`src/adaptation_pkg.sv`:
```
/*
  Constants, register map and carrier types for the path to TUG-2
  adaptation sink. Assumes a 10 MHz core clock and an AHB-Lite master.
*/
// How it works
// - Enables for 20, 60, 60 tributary sinks.
// - Only implemented sinks can be enabled.
// - Several sinks may share one timeslot.
// - Accepted label compared against fixed 011.
// - Label differs from expected: mismatch defect.
// - Recover multiframe phase from bits 6-7.
// - One sequence error drops alignment at once.
// - Four error-free frames regain alignment.
// - Lost alignment for 3 ms: loss defect.
// - Loss defect clears on regaining alignment.
// - Disabled: assert server fail, hide status except overrun.
// - Server fail from either defect.
// - Mismatch fault only without incoming fail.
// - Loss fault needs no fail, no mismatch.
package adaptation_pkg;

  // ==========================================================
  // Register map
  localparam logic [7:0] CTRL_OFF    = 8'h00;
  localparam logic [7:0] STATUS_OFF  = 8'h04;
  localparam logic [7:0] S2_EN_OFF   = 8'h08;
  localparam logic [7:0] S12_LO_OFF  = 8'h0C;
  localparam logic [7:0] S12_HI_OFF  = 8'h10;
  localparam logic [7:0] S11_LO_OFF  = 8'h14;
  localparam logic [7:0] S11_HI_OFF  = 8'h18;
  localparam logic       ENABLE_RST  = 1'h0;

  // ==========================================================
  // Status field positions
  localparam int ST_PLM      = 0;
  localparam int ST_LOM      = 1;
  localparam int ST_HELD     = 2;
  localparam int ST_PLM_F    = 3;
  localparam int ST_LOM_F    = 4;
  localparam int ST_SSF      = 5;
  localparam int ST_OVERRUN  = 6;
  localparam int ST_LABEL    = 8;

  // ==========================================================
  // Overhead processing
  localparam logic [2:0] EXPECTED_LABEL = 3'h3;
  localparam logic [2:0] LABEL_ACCEPT_N = 3'h5;
  localparam logic [2:0] ALIGN_FRAMES   = 3'h4;
  localparam logic [1:0] MF_LAST_CODE   = 2'h2;
  localparam logic [7:0] MA_POS_DEF     = 8'h03;

  // ==========================================================
  // Timing
  localparam int CLK_HZ      = 10000000;
  localparam int LOM_TIME_MS = 3;
  localparam int LOM_CYCLES  = (LOM_TIME_MS * CLK_HZ) / 1000;

  // ==========================================================
  // Tributary sink counts
  localparam int S2_N  = 20;
  localparam int S12_N = 60;
  localparam int S11_N = 60;

  typedef enum logic
  {
    ALIGNMENT_LOST_STATE = 1'b0,
    ALIGNMENT_HELD_STATE = 1'b1
  } align_state_t;

  typedef struct packed
  {
    logic [S11_N-1:0] s11;
    logic [S12_N-1:0] s12;
    logic [S2_N-1:0]  s2;
  } trib_enable_t;

  typedef struct packed
  {
    logic       multiframe_start_out;
    logic       frame_start;
    logic [7:0] data;
  } tug2_word_t;

endpackage

```
`src/path_to_tug2_adaptation_sink.sv`:
```
/*
  Path to TUG-2 adaptation sink with its AHB-Lite register slave and
  output FIFO. Assumes the path stream arrives byte-wide with its own
  clock and frame start, and a single AHB-Lite master for management.
*/
// The address map and the AHB-Lite interface to the registers are this design's own decisions.
`timescale 1ns/1ps
`default_nettype none

// ============================================================
// Stream FIFO
module stream_fifo
#(
  parameter int WIDTH = 10,
  parameter int DEPTH = 32
)
(
  input  wire logic             ref_clk,
  input  wire logic             srst,
  input  wire logic             in_valid,
  output logic                  in_ready,
  input  wire logic [WIDTH-1:0] in_data,
  output logic                  out_valid,
  input  wire logic             out_ready,
  output logic      [WIDTH-1:0] out_data
);
  localparam int AW = $clog2(DEPTH);

  logic [WIDTH-1:0] mem [DEPTH];
  logic [AW:0]      wr_reg;
  logic [AW:0]      rd_reg;
  logic             push;
  logic             pop;

  assign in_ready  = (wr_reg - rd_reg) != (AW+1)'(DEPTH);
  assign out_valid = wr_reg != rd_reg;
  assign push      = in_valid & in_ready;
  assign pop       = out_valid & out_ready;
  assign out_data  = mem[rd_reg[AW-1:0]];

  always_ff @(posedge ref_clk)
  begin
    if (push)
    begin
      mem[wr_reg[AW-1:0]] <= in_data;
    end
  end

  always_ff @(posedge ref_clk)
  begin
    if (srst)
    begin
      wr_reg <= '0;
      rd_reg <= '0;
    end
    else
    begin
      wr_reg <= wr_reg + (AW+1)'(push);
      rd_reg <= rd_reg + (AW+1)'(pop);
    end
  end
endmodule

// ============================================================
// Adaptation sink top
module path_to_tug2_adaptation_sink
#(
  parameter int          LOM_CYCLES = adaptation_pkg::LOM_CYCLES,
  parameter logic [7:0]  MA_POS     = adaptation_pkg::MA_POS_DEF,
  parameter int          FIFO_DEPTH = 32,
  parameter logic [19:0] S2_IMPL    = 20'hF_FFFF,
  parameter logic [59:0] S12_IMPL   = 60'hFFF_FFFF_FFFF_FFFF,
  parameter logic [59:0] S11_IMPL   = 60'hFFF_FFFF_FFFF_FFFF
)
(
  input  wire logic                        ref_clk,
  input  wire logic                        srst,
  input  wire logic                        hsel,
  input  wire logic [31:0]                 haddr,
  input  wire logic [1:0]                  htrans,
  input  wire logic                        hwrite,
  input  wire logic [2:0]                  hsize,
  input  wire logic [31:0]                 hwdata,
  input  wire logic                        hready,
  output logic                             hreadyout,
  output logic                             hresp,
  output logic      [31:0]                 hrdata,
  input  wire logic                        p4s_clk,
  input  wire logic [7:0]                  p4s_data,
  input  wire logic                        p4s_fs,
  input  wire logic                        incoming_trail_fail,
  output logic                             tug2_clk,
  output logic                             tug2_valid,
  input  wire logic                        tug2_ready,
  output adaptation_pkg::tug2_word_t       tug2_word,
  output logic                             server_signal_fail_flag,
  output logic                             trail_fail_action,
  output logic                             label_mismatch_fault,
  output logic                             multiframe_loss_fault,
  output adaptation_pkg::trib_enable_t     trib_enable
);
  localparam int LW = $clog2(LOM_CYCLES + 1);

  logic [9:0]  s1_reg;
  logic [9:0]  s2_reg;
  logic [9:0]  s3_reg;
  logic [9:0]  lvl_reg;
  logic [9:0]  agree;
  logic        rise;
  logic [7:0]  byte_in;
  logic        fs_in;
  logic [7:0]  pos_reg;
  logic        in_frame_reg;
  logic        ma_hit;
  logic [2:0]  label_in;
  logic [1:0]  code_in;
  logic        seq_ok;
  logic [2:0]  cand_reg;
  logic [2:0]  cand_cnt_reg;
  logic [2:0]  accepted_reg;
  logic        label_mismatch_defect_reg;
  adaptation_pkg::align_state_t state_reg;
  logic [1:0]  prev_code_reg;
  logic [2:0]  good_reg;
  logic [LW-1:0] lom_cnt_reg;
  logic        multiframe_loss_defect_reg;
  logic        enable_reg;
  logic        overrun_reg;
  adaptation_pkg::trib_enable_t trib_reg;
  logic        push_ready;
  logic        push_valid;
  adaptation_pkg::tug2_word_t push_word;
  logic        ssf_reg;
  logic        plm_f_reg;
  logic        lom_f_reg;
  logic        access;
  logic        wr_pend_reg;
  logic [7:0]  addr_reg;
  logic [31:0] hrdata_reg;
  logic [31:0] rd_next;
  logic [31:0] status_word;
  logic        clr_overrun;

  // ==========================================================
  // Link input sampling
  assign agree   = ~(s2_reg ^ s3_reg);
  assign rise    = agree[0] & s3_reg[0] & ~lvl_reg[0];
  assign byte_in = s3_reg[9:2];
  assign fs_in   = s3_reg[1];

  always_ff @(posedge ref_clk)
  begin
    if (srst)
    begin
      s1_reg  <= '0;
      s2_reg  <= '0;
      s3_reg  <= '0;
      lvl_reg <= '0;
    end
    else
    begin
      s1_reg  <= {p4s_data, p4s_fs, p4s_clk};
      s2_reg  <= s1_reg;
      s3_reg  <= s2_reg;
      lvl_reg <= (lvl_reg & ~agree) | (s3_reg & agree);
    end
  end

  // ==========================================================
  // Frame position and overhead byte
  assign ma_hit   = rise & in_frame_reg & ~fs_in & (pos_reg == MA_POS);
  assign label_in = byte_in[5:3];
  assign code_in  = byte_in[2:1];
  assign seq_ok   = code_in == 2'(prev_code_reg + 2'h1);

  always_ff @(posedge ref_clk)
  begin
    if (srst)
    begin
      pos_reg      <= '0;
      in_frame_reg <= 1'b0;
    end
    else if (rise)
    begin
      if (fs_in)
      begin
        pos_reg      <= 8'h01;
        in_frame_reg <= 1'b1;
      end
      else if (pos_reg != 8'hFF)
      begin
        pos_reg <= pos_reg + 8'h01;
      end
    end
  end

  // ==========================================================
  // Label acceptance and mismatch
  always_ff @(posedge ref_clk)
  begin
    if (srst)
    begin
      cand_reg     <= adaptation_pkg::EXPECTED_LABEL;
      cand_cnt_reg <= '0;
      accepted_reg <= adaptation_pkg::EXPECTED_LABEL;
    end
    else if (ma_hit)
    begin
      cand_reg <= label_in;
      if (label_in != cand_reg)
      begin
        cand_cnt_reg <= 3'h1;
      end
      else if (cand_cnt_reg != adaptation_pkg::LABEL_ACCEPT_N)
      begin
        cand_cnt_reg <= cand_cnt_reg + 3'h1;
        if (cand_cnt_reg == adaptation_pkg::LABEL_ACCEPT_N - 3'h1)
        begin
          accepted_reg <= label_in;
        end
      end
    end
  end

  always_ff @(posedge ref_clk)
  begin
    if (srst)
    begin
      label_mismatch_defect_reg <= 1'b0;
    end
    else
    begin
      label_mismatch_defect_reg <= accepted_reg != adaptation_pkg::EXPECTED_LABEL;
    end
  end

  // ==========================================================
  // Multiframe alignment
  // phase from bits six, seven.
  always_ff @(posedge ref_clk)
  begin
    if (srst)
    begin
      state_reg     <= adaptation_pkg::ALIGNMENT_LOST_STATE;
      prev_code_reg <= '0;
      good_reg      <= '0;
    end
    else if (ma_hit)
    begin
      prev_code_reg <= code_in;
      case (state_reg)
        adaptation_pkg::ALIGNMENT_LOST_STATE:
        begin
          if (!seq_ok)
          begin
            good_reg <= '0;
          end
          else if (good_reg == adaptation_pkg::ALIGN_FRAMES - 3'h1)
          begin
            good_reg  <= '0;
            state_reg <= adaptation_pkg::ALIGNMENT_HELD_STATE;
          end
          else
          begin
            good_reg <= good_reg + 3'h1;
          end
        end
        default:
        begin
          if (!seq_ok)
          begin
            state_reg <= adaptation_pkg::ALIGNMENT_LOST_STATE;
          end
        end
      endcase
    end
  end

  // Counting from reset means a dead link also ends in loss defect.
  always_ff @(posedge ref_clk)
  begin
    if (srst)
    begin
      lom_cnt_reg <= '0;
      multiframe_loss_defect_reg    <= 1'b0;
    end
    else if (state_reg == adaptation_pkg::ALIGNMENT_HELD_STATE)
    begin
      lom_cnt_reg <= '0;
      multiframe_loss_defect_reg    <= 1'b0;
    end
    else if (lom_cnt_reg == LW'(LOM_CYCLES - 1))
    begin
      multiframe_loss_defect_reg <= 1'b1;
    end
    else
    begin
      lom_cnt_reg <= lom_cnt_reg + LW'(1);
    end
  end

  // ==========================================================
  // Consequent actions and fault causes
  always_ff @(posedge ref_clk)
  begin
    if (srst)
    begin
      ssf_reg   <= 1'b1;
      plm_f_reg <= 1'b0;
      lom_f_reg <= 1'b0;
    end
    else
    begin
      ssf_reg   <= ~enable_reg | label_mismatch_defect_reg | multiframe_loss_defect_reg;
      plm_f_reg <= enable_reg & label_mismatch_defect_reg & ~incoming_trail_fail;
      lom_f_reg <= enable_reg & multiframe_loss_defect_reg & ~incoming_trail_fail
                   & ~label_mismatch_defect_reg;
    end
  end

  assign server_signal_fail_flag = ssf_reg;
  assign trail_fail_action       = ssf_reg;
  assign label_mismatch_fault    = plm_f_reg;
  assign multiframe_loss_fault   = lom_f_reg;

  // ==========================================================
  // Stream toward the tributary stage
  // bytes pass unchanged.
  assign push_valid          = rise & in_frame_reg | rise & fs_in;
  assign push_word.data        = byte_in;
  assign push_word.frame_start = fs_in;
  assign push_word.multiframe_start_out =
    fs_in & (state_reg == adaptation_pkg::ALIGNMENT_HELD_STATE)
    & (prev_code_reg == adaptation_pkg::MF_LAST_CODE);
  assign tug2_clk = lvl_reg[0];

  // The link cannot be stalled, so a full FIFO drops the byte.
  stream_fifo
  #(
    .WIDTH ($bits(adaptation_pkg::tug2_word_t)),
    .DEPTH (FIFO_DEPTH)
  )
  u_fifo
  (
    .ref_clk   (ref_clk),
    .srst      (srst),
    .in_valid  (push_valid),
    .in_ready  (push_ready),
    .in_data   (push_word),
    .out_valid (tug2_valid),
    .out_ready (tug2_ready),
    .out_data  (tug2_word)
  );

  // ==========================================================
  // AHB-Lite register slave
  assign access      = hsel & htrans[1] & hready;
  assign hreadyout   = 1'b1;
  assign hresp       = 1'b0;
  assign hrdata      = hrdata_reg;
  assign trib_enable = trib_reg;
  assign clr_overrun = wr_pend_reg & (addr_reg == adaptation_pkg::STATUS_OFF)
                       & hwdata[adaptation_pkg::ST_OVERRUN];

  always_comb
  begin
    status_word = '0;
    if (enable_reg)
    begin
      status_word[adaptation_pkg::ST_PLM]   = label_mismatch_defect_reg;
      status_word[adaptation_pkg::ST_LOM]   = multiframe_loss_defect_reg;
      status_word[adaptation_pkg::ST_HELD]  = state_reg;
      status_word[adaptation_pkg::ST_PLM_F] = plm_f_reg;
      status_word[adaptation_pkg::ST_LOM_F] = lom_f_reg;
      status_word[adaptation_pkg::ST_SSF]   = ssf_reg;
      status_word[adaptation_pkg::ST_LABEL +: 3] = accepted_reg;
    end
    status_word[adaptation_pkg::ST_OVERRUN] = overrun_reg;
  end

  always_comb
  begin
    rd_next = '0;
    if (haddr[7:0] == adaptation_pkg::CTRL_OFF)
    begin
      rd_next[0] = enable_reg;
    end
    else if (haddr[7:0] == adaptation_pkg::STATUS_OFF)
    begin
      rd_next = status_word;
    end
    else if (haddr[7:0] == adaptation_pkg::S2_EN_OFF)
    begin
      rd_next[19:0] = trib_reg.s2;
    end
    else if (haddr[7:0] == adaptation_pkg::S12_LO_OFF)
    begin
      rd_next = trib_reg.s12[31:0];
    end
    else if (haddr[7:0] == adaptation_pkg::S12_HI_OFF)
    begin
      rd_next[27:0] = trib_reg.s12[59:32];
    end
    else if (haddr[7:0] == adaptation_pkg::S11_LO_OFF)
    begin
      rd_next = trib_reg.s11[31:0];
    end
    else if (haddr[7:0] == adaptation_pkg::S11_HI_OFF)
    begin
      rd_next[27:0] = trib_reg.s11[59:32];
    end
  end

  always_ff @(posedge ref_clk)
  begin
    if (srst)
    begin
      wr_pend_reg <= 1'b0;
      addr_reg    <= '0;
      hrdata_reg  <= '0;
    end
    else
    begin
      wr_pend_reg <= access & hwrite;
      addr_reg    <= haddr[7:0];
      if (access & ~hwrite)
      begin
        hrdata_reg <= rd_next;
      end
    end
  end

  // Overrun is sticky; a new drop wins over a clear in the same cycle.
  always_ff @(posedge ref_clk)
  begin
    if (srst)
    begin
      overrun_reg <= 1'b0;
    end
    else
    begin
      overrun_reg <= (overrun_reg & ~clr_overrun) | (push_valid & ~push_ready);
    end
  end

  always_ff @(posedge ref_clk)
  begin
    if (srst)
    begin
      enable_reg <= adaptation_pkg::ENABLE_RST;
      trib_reg   <= '0;
    end
    else if (wr_pend_reg)
    begin
      if (addr_reg == adaptation_pkg::CTRL_OFF)
      begin
        enable_reg <= hwdata[0];
      end
      else if (addr_reg == adaptation_pkg::S2_EN_OFF)
      begin
        trib_reg.s2 <= hwdata[19:0] & S2_IMPL;
      end
      else if (addr_reg == adaptation_pkg::S12_LO_OFF)
      begin
        trib_reg.s12[31:0] <= hwdata & S12_IMPL[31:0];
      end
      else if (addr_reg == adaptation_pkg::S12_HI_OFF)
      begin
        trib_reg.s12[59:32] <= hwdata[27:0] & S12_IMPL[59:32];
      end
      else if (addr_reg == adaptation_pkg::S11_LO_OFF)
      begin
        trib_reg.s11[31:0] <= hwdata & S11_IMPL[31:0];
      end
      else if (addr_reg == adaptation_pkg::S11_HI_OFF)
      begin
        trib_reg.s11[59:32] <= hwdata[27:0] & S11_IMPL[59:32];
      end
    end
  end
endmodule

`default_nettype wire

```
`config.mk`:
```
export PLATFORM = sky130hd
export DESIGN_NAME = path_to_tug2_adaptation_sink
export DESIGN_NICKNAME = d
export VERILOG_FILES = /design/src/adaptation_pkg.sv /design/src/path_to_tug2_adaptation_sink.sv
export SDC_FILE = /design/constraint.sdc
export NUM_CORES = 1
export LEC_CHECK = 0
export ABC_AREA = 1
export BUFFER_PORTS_ARGS = -buffer_cell sky130_fd_sc_hd__clkbuf_2
export CORE_MARGIN = 1
export CORE_UTILIZATION = 59
export CTS_CLUSTER_DIAMETER = 100
export DETAILED_ROUTE_END_ITERATION = 16
export PLACE_DENSITY = 0.8
export SLEW_MARGIN = 5
export SYNTH_ARGS = -nofsm -noshare
export SYNTH_HDL_FRONTEND = slang
export SYNTH_HIERARCHICAL = 1
export SYNTH_SLANG_ARGS = --single-unit
```
`constraint.sdc`:
```
create_clock -name ref_clk -period 3.65 [get_ports ref_clk]
set_clock_uncertainty 0.15 [all_clocks]
set_input_delay 0.1825 -clock ref_clk [delete_from_list [all_inputs] [get_ports ref_clk]]
set_output_delay 0.1825 -clock ref_clk [all_outputs]
set_load 0.01 [all_outputs]
```
==> flow_summary_export.csv <==
group,metric,value,unit
die,coreArea,0.04092,mm2
hold_path,hold_class,"input pin to flop",
die,die_x,206.1,um
yosys,synthTopCellsByArea,"edfxtp_1 39%, dfxtp_1 22%, nor2_1 6.0%, nand2_1 6.0%, o21ai_0 4.3%",
placement,dp_hpwl,41770,um
timing,worstMarginPinSlew,1306,ps
timing,rsz0062_at_grt,"false",
global_route,grt_max_degree,123,
timing,finalCritPeriodShare,91.29,%
critical_path,required,3320,ps
routing,viasPerCell,5.866,
power_and_ir_drop,pwr-share-comb,2.2,%
yosys,yosysSeqAreaShare,61.10,%
clocking,clock_path_buffers,3,
die,dieArea,0.04247,mm2
critical_path,critPathArrivalTime,3000,ps
routing,route.detailed.drc,0,
global_route,grt_first_pass_wirelength,102700,um
critical_path,reg2reg_slack,530,ps
timing,fin_hold_ws,159.8,ps
critical_path,cp_max_fo,122,
final_layout,regArea,0.01502,mm2
die,ios,276,
routing,drt_iter0_markers,2168,
yosys,ys_ff_latch,590,
global_route,antenna_found_initial,0,
clocking,post-cts-setup-buffers,0,
die,die_h,206.1,um
final_layout,drive_gt1_share,16.17,%
clocking,htreeDepth,2,
clocking,clock_sinks,590,
yosys,syn_area,0.02457,mm2
timing,setup_slack,318.0,ps
global_route,grt_pass1_vias,19230,
power_and_ir_drop,p_total,13.26,mW
placement,port_buffers,245,
global_route,grt_overflow,0,
timing,hold_viol_final,0,
final_layout,num_antenna_cells,0,
yosys,yosysTopAreaCell,"edfxtp_1",
final_layout,num-fill-cells,2953,
timing,tns,0,ps
clocking,clk_pin_slew,60,ps
clocking,clockRootBuffer,"clkbuf_16",
yosys,syn_inst,2575,
routing,vias,19980,
final_layout,largest_reg_flops,320,
critical_path,crit_type,"flop to primary output",
die,start_util,60.05,%
yosys,synth-warning-count,6,
global_route,grt.total_usage,31.29,%
placement,place_area,0.02591,mm2
final_layout,nNetsFinal,2930,
yosys,avgSynthCellArea,9.544,um2
timing,timing.fmax,300.1,MHz
placement,place_congestion,0.9029,
yosys,syn_nets,2678,
timing,slew_headroom,12.83,%
critical_path,cp-start-kind,"flop",
routing,drtAntennaViolNets,0,
final_layout,design_area,0.02842,mm2
timing,final_max_slew_viol_count,0,
clocking,worstSkewPairLatency,620,ps
power_and_ir_drop,power.leakage,11.26,nW
die,std_cell_rows,74,
critical_path,crit_path_end_kind,"primary output",
power_and_ir_drop,power_switching,2.682,mW
yosys,ys_types,52,
final_layout,multiInputGateArea,0.007948,mm2
power_and_ir_drop,power.clock.fraction,45.1,%
power_and_ir_drop,p_int,10.58,mW
power_and_ir_drop,power_frac_seq,52.8,%
timing,setup_viol_count_final,0,
power_and_ir_drop,switching_share,20.22,%
timing,post-route-min-period,3332,ps
outcome,status,"complete, no violations",
placement,pre_cts_slack,612.0,ps
job,maxCapViolCount,0,
routing,first_pass_iters,6,
power_and_ir_drop,p_per_area,466.6,mW/mm2
clocking,cts_tree,"done",
power_and_ir_drop,ir_drop,0.0003819,V
final_layout,syn_to_final_growth,15.66,%
yosys,synth_top_area_share,39.10,%
routing,wl_per_cell,19.69,um
routing,drt-total-wl,67090,um
clocking,cts_inserted_buffers,57,
[metrics by stage]
stage | util (%) | cells
after floorplan | - | 2575
after global placement | 63.31 | 3242
after detailed placement | 63.31 | 3242
after CTS | 69.44 | 3407
after global routing | 69.45 | 3407
final | 69.45 | 3407
[area by class of cell]
class,count,share of cell area (%)
sequential,590,52.86
multi-input combinational,1637,27.96
timing repair buffer,342,7.409
clock buffer,89,6.172
inverter,199,2.637
tap,532,2.342
clock inverter,18,0.6163
[synth_stat cells, drive strengths merged]
cell	count
a21boi	1
nand2	410
xnor2	4
xor2	5
nor3	20
nor4	5
and3	1
clkbuf	52
ha	17
o21ai	277
nand3	147
buf	97
nor2	404
a221oi	1
nand4	10
dfxtp	270
o22ai	7
nor3b	1
nand3b	9
and2	1
or2	14
conb	2
a211oi	34
a22o	4
o31ai	1
o211ai	44
a31oi	5
o21a	1
inv	199
a21oi	212
edfxtp	320
[cells by family after synthesis]
logic type / after synthesis / share of synthesized area [%]
fa+ha+maj: 17 / 0.8655
simple gates: 1022 / 17.58
flops: 590 / 61.10
other cells: 2 / 0.03056
compound gates: 587 / 13.45
buf+inv: 348 / 6.665
xor+xnor: 9 / 0.3207
[metal layers]
layer | global-route usage (%) | part of all wire [%] | vias up
li1 | - | - | 9222
met1 | 39.30 | 38 | 9439
met2 | 51.31 | 48 | 1105
met3 | 6.528 | 9.9 | 218
met4 | 15.68 | 4.8 | 0
met5 | 0 | 0 | -
[what timing repair did]
item | 4_1_cts | 5_1_grt
endpoints found under the setup margin | 0 | 1
hold endpoints to repair | 179 | 0
gates resized for setup | 0 | 1
hold buffers | 58 | 0
[power groups by stage]
| stage | clock [mW] | combinational (mW) | sequential, mW |
|---|---|---|---|
| final | 5.98 | 0.288 | 7.00 |
| after global routing | 6.26 | 0.310 | 7.00 |
| after CTS | 6.02 | 0.281 | 7.00 |
| after detailed placement | 0 | 0.231 | 7.14 |
| after global placement | 0 | 0.224 | 7.14 |
| after floorplan | 0 | 0.127 | 7.14 |
[cells in the final DEF, fill, tap and decap left out, types with 39 or more instances in the layout]
master         count
dfxtp_1          266
o21ai_1           68
clkbuf_2         246
dlygate4sd3_1     58
nor2_1           392
o21ai_0          209
buf_4             39
nand3_1          146
a21oi_1          200
edfxtp_1         320
nand2_1          394
inv_1            190
clkbuf_16         58
o211ai_1          44
[critical path, cell delays in order, from the launching register on]
cell      delay [ps]
dfxtp_4          340
buf_4            880
nand3_1          240
nand3_1          190
nand2_1           90
nor2_1           220
nand2_1           90
nand2_1           80
inv_1             60
clkbuf_2         120
[path summary, 6_finish.rpt]
| path | cells past startpoint | endpoint | start |
|---|---|---|---|
| min reg2reg | 2 | s3_reg[9] | s2_reg[9] |
| max | 9 | tug2_word[2] | u_fifo/rd_reg[1] |
| max reg2reg | 12 | u_fifo/mem[16][1] | u_fifo/rd_reg[4] |
| min | 4 | s1_reg[4] | p4s_data[2] |
(Power assumes the default switching activity.)
